## config.mk

```make
export PLATFORM = sky130hd
export DESIGN_NAME = relsel_top
export DESIGN_NICKNAME = d
export VERILOG_FILES = /design/src/logic/relsel_pkg.sv /design/src/logic/relsel_top.sv /design/src/logic/relsel_cmp.sv
export SDC_FILE = /design/constraint.sdc
export NUM_CORES = 1
export LEC_CHECK = 0
export BUFFER_PORTS_ARGS = -buffer_cell sky130_fd_sc_hd__buf_2
export CELL_PAD_IN_SITES_DETAIL_PLACEMENT = 1
export CELL_PAD_IN_SITES_GLOBAL_PLACEMENT = 2
export CORE_MARGIN = 5
export CORE_UTILIZATION = 26
export CTS_CLUSTER_DIAMETER = 150
export DETAILED_ROUTE_END_ITERATION = 12
export PLACE_DENSITY = 0.87
export SLEW_MARGIN = 20
export SYNTH_ARGS = -nofsm -noshare
export SYNTH_HDL_FRONTEND = slang
export SYNTH_HIERARCHICAL = 1
export SYNTH_SLANG_ARGS = --single-unit
```

## constraint.sdc

```tcl
create_clock -name clk -period 4.5 [get_ports clk]
set_input_delay 0.45 -clock clk [delete_from_list [all_inputs] [get_ports clk]]
set_output_delay 0.45 -clock clk [all_outputs]
set_load 0.01 [all_outputs]
```

## src/logic/relsel_pkg.sv

```systemverilog
package relsel_pkg;
  localparam int RELSEL_DATA_W = 16;
  localparam int RELSEL_SEL_W = 4;
  localparam int RELSEL_TRIES_W = 8;
  localparam logic [RELSEL_SEL_W-1:0] SEL_FREQ_REACHED = 4'h1;
  localparam logic [RELSEL_SEL_W-1:0] SEL_MOTOR_POWERED = 4'h2;
  localparam logic [RELSEL_SEL_W-1:0] SEL_REVERSE = 4'h3;
  localparam logic [RELSEL_SEL_W-1:0] SEL_OVERLOAD = 4'h4;
  localparam logic [RELSEL_SEL_W-1:0] SEL_RAMP_REG = 4'h5;
  localparam logic [RELSEL_SEL_W-1:0] SEL_FREQ_OVER = 4'h6;
  localparam logic [RELSEL_SEL_W-1:0] SEL_CURR_OVER = 4'h7;
  localparam logic [RELSEL_SEL_W-1:0] SEL_BUSVOLT_OVER_THRESHOLD = 4'h8;
  localparam logic [RELSEL_SEL_W-1:0] SEL_TRIES_EXCEEDED = 4'h9;
  localparam logic [RELSEL_SEL_W-1:0] SEL_ANALOG_OVER = 4'ha;
  localparam logic [RELSEL_SEL_W-1:0] SEL_NETWORK_DRIVEN = 4'hb;
  localparam logic [RELSEL_SEL_W-1:0] SEL_UNRECOVERABLE_FAULT = 4'hc;
  localparam logic [RELSEL_SEL_W-1:0] SEL_CMD_WORD = 4'hd;
  localparam int CMD_RELAY_BIT = 6;
  localparam logic RELAY_RESET = 1'b0;
  localparam logic [RELSEL_DATA_W-1:0] THRESHOLD_RESET = 16'h0000;

  typedef struct packed {
    logic freqReached;
    logic motorPowered;
    logic reverseCmd;
    logic overload;
    logic rampReg;
    logic autoRestartEn;
    logic faultActive;
    logic nonResetFault;
  } relsel_status_t;

  typedef struct packed {
    logic [RELSEL_DATA_W-1:0] outFreq;
    logic [RELSEL_DATA_W-1:0] outCurrPct;
    logic [RELSEL_DATA_W-1:0] busVolt;
    logic [RELSEL_DATA_W-1:0] analogVolt;
  } relsel_meas_t;
endpackage

```

## src/logic/relsel_top.sv

```systemverilog
`timescale 1ns/10ps
`default_nettype none
module relsel_top #(
  parameter int DATA_W = relsel_pkg::RELSEL_DATA_W,
  parameter int TRIES_W = relsel_pkg::RELSEL_TRIES_W
) (
  input wire logic clk,
  input wire logic rst_n,
  input wire logic clkEn,
  input wire logic [relsel_pkg::RELSEL_SEL_W-1:0] relaySel,
  input wire relsel_pkg::relsel_status_t status,
  input wire relsel_pkg::relsel_meas_t meas,
  input wire logic thresholdWrite,
  input wire logic [DATA_W-1:0] thresholdData,
  input wire logic [TRIES_W-1:0] restartTryLimit,
  input wire logic [TRIES_W-1:0] restartTryCount,
  input wire logic [15:0] logicCmdWord,
  output logic [DATA_W-1:0] relayThreshold,
  output logic relayOut
);
  import relsel_pkg::*;

  logic [DATA_W-1:0] threshold_reg;
  logic relay_reg;
  logic relay_next;
  logic [3:0] aboveVec;
  logic [DATA_W-1:0] measVec [4];
  logic triesExceeded;
  logic unrecoverable;
  logic netRelay;

  assign measVec[0] = meas.outFreq;
  assign measVec[1] = meas.outCurrPct;
  assign measVec[2] = meas.busVolt;
  assign measVec[3] = meas.analogVolt;

  // One comparator per measurement, all against the one shared threshold.
  for (genvar i = 0; i < 4; i++) begin : g_cmp
    relsel_cmp #(.W(DATA_W)) u_cmp (
      .value(measVec[i]),
      .threshold(threshold_reg),
      .above(aboveVec[i])
    );
  end

  assign triesExceeded = restartTryCount > restartTryLimit;
  assign unrecoverable = triesExceeded || (!status.autoRestartEn && status.faultActive)
    || status.nonResetFault;
  // The low bit of the stored level doubles as the network on/off value.
  assign netRelay = threshold_reg[0];

  always_comb begin
    unique case (relaySel)
      SEL_FREQ_REACHED: relay_next = status.freqReached;
      SEL_MOTOR_POWERED: relay_next = status.motorPowered;
      SEL_REVERSE: relay_next = status.reverseCmd;
      SEL_OVERLOAD: relay_next = status.overload;
      SEL_RAMP_REG: relay_next = status.rampReg;
      SEL_FREQ_OVER: relay_next = aboveVec[0];
      SEL_CURR_OVER: relay_next = aboveVec[1];
      SEL_BUSVOLT_OVER_THRESHOLD: relay_next = aboveVec[2];
      SEL_TRIES_EXCEEDED: relay_next = triesExceeded;
      SEL_ANALOG_OVER: relay_next = aboveVec[3];
      SEL_NETWORK_DRIVEN: relay_next = netRelay;
      SEL_UNRECOVERABLE_FAULT: relay_next = unrecoverable;
      SEL_CMD_WORD: relay_next = logicCmdWord[CMD_RELAY_BIT];
      // Unused codes keep the relay released as a safe state.
      default: relay_next = 1'b0;
    endcase
  end

  always_ff @(posedge clk or negedge rst_n) begin
    if (!rst_n) begin
      threshold_reg <= DATA_W'(THRESHOLD_RESET);
      relay_reg <= RELAY_RESET;
    end else if (clkEn) begin
      if (thresholdWrite) begin
        threshold_reg <= thresholdData;
      end
      relay_reg <= relay_next;
    end
  end

  assign relayOut = relay_reg;
  assign relayThreshold = threshold_reg;
endmodule
`default_nettype wire

```

## src/logic/relsel_cmp.sv

```systemverilog
`timescale 1ns/10ps
`default_nettype none
module relsel_cmp #(
  parameter int W = 16
) (
  input wire logic [W-1:0] value,
  input wire logic [W-1:0] threshold,
  output logic above
);
  assign above = value > threshold;
endmodule
`default_nettype wire

```

### Yosys cells after proc, flatten, opt, wreduce, memory -nomap -nowiden

Index checks and enable logic that the tools add are counted.

| storage, ports and cells | value |
|---|---|
| flip-flop bits (word level) | 17 |
| input port bits | 128 |
| word-level logic and storage cells | 26 |
| output and inout port bits | 17 |

| cells by class | value |
|---|---|
| eq/ne operators | 13 |
| multiplexer cells | 1 |
| reduce and logical (&&, ||, !) cells | 5 |
| $lt $le $gt $ge | 5 |

Operators by type and width:

| cell | count |
|---|---|
| $gt 16x16->1 | 4 |
| $eq 4x4->1 const B | 6 |
| $eq 4x3->1 const B | 4 |
| $pmux 1 s13 | 1 |
| $eq 4x2->1 const B | 2 |
| $gt 8x8->1 | 1 |
| $eq 4x1->1 const B | 1 |
| $logic_or 1x1->1 | 2 |
| $reduce_and 2->1 | 1 |
| $logic_and 1x1->1 | 1 |
| $logic_not 1->1 | 1 |

### Longest topological paths before layout

| logic depth | value |
|---|---|
| word-level depth | 5 |
| gate-level depth with buffers | 11 |
| gate-level depth less buffers | 11 |

### Modules after synthesis

The synthesis kept the hierarchy.

By module, submodules not included:

| module | instances | seq. area each (µm²) | area an instance (µm²) | cells an instance |
|---|---|---|---|---|
| relsel_cmp | 4 | 0.0 | 406.6 | 56 |
| relsel_top | 1 | 425.4 | 997.2 | 89 |

### Worst setup path after synthesis

No wires, ideal clock.

| path | value |
|---|---|
| path type | flip-flop to flip-flop |
| from | reg threshold_reg[14], in the netlist relayThreshold[14] |
| to | reg relay_reg, in the netlist relayOut |
| path buffers | 0 |
| path slack | 1924 ps |
| arrival | 2441 ps |
| clock period less this slack | 2576 ps |
| library setup time | 136 ps |
| data required time | 4364 ps |
| cell stages (with the launch flop) | 11 |
| path through | dfrtp_1 inv_1 ha_1 a21oi_1 nand2_1 a221o_1 o31a_1 mux4_2 and3b_1 o2111ai_1 o211ai_1 |

| between the ends | value |
|---|---|
| longest elaborated chain between the ends | 2 |
| elaborated cells between the ends (all ways) | 5 |
| those cells by class | 4 x order compare; 1 x mux |

RTL lines:

| what | line | text |
|---|---|---|
| start, declared | relsel_top.sv:23 | `logic [DATA_W-1:0] threshold_reg;` |
| start signal, assigned | relsel_top.sv:74 | `threshold_reg <= DATA_W'(THRESHOLD_RESET);` |
| start signal, assigned | relsel_top.sv:78 | `threshold_reg <= thresholdData;` |
| $gt 16x16->1 | relsel_cmp.sv:10 | `assign above = value > threshold;` |
| named net aboveVec[1] | relsel_top.sv:26 | `logic [3:0] aboveVec;` |
| $pmux 1 s13 | relsel_top.sv:53 | `unique case (relaySel)` |
| end signal, assigned | relsel_top.sv:80 | `relay_reg <= relay_next;` |
| end, declared | relsel_top.sv:24 | `logic relay_reg;` |

The timed path passes the listed nets, and every way through them passes these cells.
A chain may end at the register's enable or synchronous reset.

### Worst setup path after layout

Same ends and word-level chain as after synthesis.

==> metrics.cfg <==
[run_status]
run_status = completed

[critical_path]
longest_individual_stage_delay_on_the_worst_path_ns = 0.47
start_kind = register
cp.required_ns = 4.62
critical_path_s_top_delay_family = compound AO/OA/AOI/OAI gates
worstPathCellList = inv_1 > ha_1 > nand4_1 > nor2_1 > a221o_1 > o31a_1 > mux4_2 > and3b_1 > o2111ai_1 > o211ai_1
crit_path_max_fanout = 6
critical-path-slowest-cell = dfrtp_1
worstSetupPathType = register to register
setup.worst_path.end_class = register
worst-endpoint-arrival_ns = 2.94
cp_num_buf_inv = 1

[clock_tree]
cts_buffer_depth = 2
numClockSinks = 17
cts_tree = yes
post_cts_setup_repair_bufs = 0
insertion_delay_ns = 0.25
cts_buffers = 3
cts_root_buf = clkbuf_8
h-tree-depth = 1
path_clk_slew_ns = 0.07
cts_resized = 0
cts-hold-fix-buffers = 0

[cells_and_area]
multi_input_comb_area_mm2 = 0.00190
drive_above_1_share_pct = 35.9
fill_cells = 1270
final-seq-area_um2 = 425
area_growth_syn_to_layout_pct = 31.9
fin_area_mm2 = 0.00346
final_net_count = 644
diodes = 0

[sta]
share_of_the_clock_period_used_by_the_worst_path_pct = 62.5
max_clock_freq_mhz = 356
slew-limit-headroom_pct = 50.3
grt_setup_unrepaired = false
final.setup.worst_slack_ns = 1.69
timing.final.setup_violations = 0
clock-skew-final_ns = 0.00354
tightest_slew_ns = 0.743
fin_setup_tns_ns = 0
timing.final.hold_violations = 0
final.min_clock_period_ns = 2.81
drv_slew = 0

[yosys]
syn_inst = 313
dominant_combinational_cell_family_by_area_after_synthesis = adder cells
synth_async_sr_flop_share_pct = 100
fraction_of_the_mapped_netlist_area_in_simple_logic_gates_pct = 14.1
synth_compound_area_share_pct = 15.0
syn-cell-area_mm2 = 0.00262
synth.most_common_cell = inv_1
synth.lib_cells_used.distinct = 29
post_synth_adder_cell_area_pct = 34.3
synth-edff-count = 0
syn_area_per_cell_um2 = 8.38
yosysTopAreaCell = ha_1
synth_commonest_cells = inv_1 (74), ha_1 (72), a21oi_1 (30)
ys.warnings.count = 6
synth_top_area_share_pct = 34.3
yosys_register_bits = 17
yosys-top-cells-area = ha_1 (34%), dfrtp_1 (16%), inv_1 (11%), mux2_2 (7.7%), a21oi_1 (5.7%)
yosys.area_share.xor_xnor_pct = 0.334
synth_nets = 513
synth.mux.area_fraction_pct = 8.58
synth_sequential_area_ratio_pct = 16.2
prevailing_post_synth_register_cell = dfrtp_1

[power_and_ir_drop]
vdd_drop_max_v = 0.000146
power.density_mw_per_mm2 = 215
p_leak_nw = 1.98

[floorplanning]
ios = 145
floorplan.initialDensity_pct = 26.7
core_mm2 = 0.00982
die_area_mm2 = 0.0122
fp.dieH_um = 110
die_x_um = 110
num_rows = 36

[detailed_routing]
num_vias = 2671
route.detailed.drc = 0
dr.pass1.iters = 4
postRouteWirelength_um = 8710
dr.first_iter.drc_count = 54
routedWlPerCell_um = 15.1
route.detailed.vias_per_inst = 4.64
antenna_violating_nets_post_route = 0

[hold_path]
hp-class = input pin to asynchronous set/reset pin

[placement]
post-dp-hpwl_um = 7990
dp_worst_setup_slack_ns = 1.64
gp_congestion = 0.801
placement.io_buffers = 129
placement.cell_area_mm2 = 0.00341

[grt]
grt_pass1_wl_um = 14800
grt_start_max_net_pins = 18
first_global_vias = 3057
grt.total_usage_pct = 14.5
grt.overflow.total = 0
antenna_found_initial = 1

[job]
maxCapViolCount = 0

logic make-up (layout without fill, tap and decap cells):
kind of cell | count (synthesis) | after routing
AND/OR/NAND/NOR | 66 | 66
AO/OA/AOI/OAI | 61 | 61
buffers and inverters | 77 | 207
XOR/XNOR | 1 | 1
flip-flops | 17 | 17
adder cells (fa/ha/maj) | 72 | 72
multiplexers | 19 | 19
sequential cells by signal, indices dropped and copies added, names as in the netlist:
register        count
relayOut            1
relayThreshold     16
per-stage QoR:
stage / std cells / hold slack, ns / power (mW) / utilization [%]
after detailed placement: 572 / 0.423 / 0.636 / 34.8
after global routing: 576 / 0.152 / 0.834 / 35.2
final: 576 / 0.128 / 0.743 / 35.2
after CTS: 576 / 0.141 / 0.762 / 35.2
after global placement: 572 / 0.409 / 0.608 / 34.8
after floorplan: 313 / 0.154 / 0.466 / -
final cells by class:
class | count | area share (%)
repair buffers | 129 | 18.7
flip-flops and latches | 17 | 12.3
inverters | 74 | 8.03
well taps | 133 | 4.81
multi-input cells | 219 | 54.9
clock buffers | 4 | 1.30
final timing paths:
| kind | slack [ns] | endpoint | startpoint | cells after the start |
|---|---|---|---|---|
| max in group asynchronous | 4.06 | relayThreshold[6]$_DFFE_PN0P_ | rst_n | 1 |
| max | 1.69 | relayOut$_DFFE_PN0P_ | relayThreshold[14]$_DFFE_PN0P_ | 10 |
| min reg2reg | 0.55 | relayOut$_DFFE_PN0P_ | relayOut$_DFFE_PN0P_ | 2 |
| max reg2reg | 1.69 | relayOut$_DFFE_PN0P_ | relayThreshold[14]$_DFFE_PN0P_ | 10 |
| min in group clk | 0.42 | relayThreshold[9]$_DFFE_PN0P_ | thresholdData[9] | 2 |
| min | 0.13 | relayThreshold[12]$_DFFE_PN0P_ | rst_n | 1 |
worst register-to-register path: stages, from the launching register on:
cell and delay (ns):
dfrtp_1 0.47, inv_1 0.08, ha_1 0.32, nand4_1 0.20, nor2_1 0.07, a221o_1 0.34
o31a_1 0.30, mux4_2 0.45, and3b_1 0.17, o2111ai_1 0.18, o211ai_1 0.12
where the power goes:
group	internal, mW	total, mW	switching (mW)
sequential	0.176	0.217	0.0417
clock	0.0629	0.119	0.0561
combinational	0.198	0.407	0.209
total	0.436	0.743	0.307
layout by cell type (no fill, tap or decap), types with 6 or more instances in the layout:
cell type and count:
a21oi_1 30, nand2_1 16, dfrtp_1 17, o21ai_0 9, nand4_1 14, nor2b_1 6, mux2_2 18, nor2_1 6
ha_1 72, nand3_1 11, buf_2 129, inv_1 74
routing by layer:
metal	track usage [%]	vias up	wire, um
met4	1.31	2	23
met1	17.0	1241	3670
met2	26.9	68	4470
met3	4.21	4	536
met5	0	-	11
li1	-	1356	-
(Power assumes the default switching activity.)
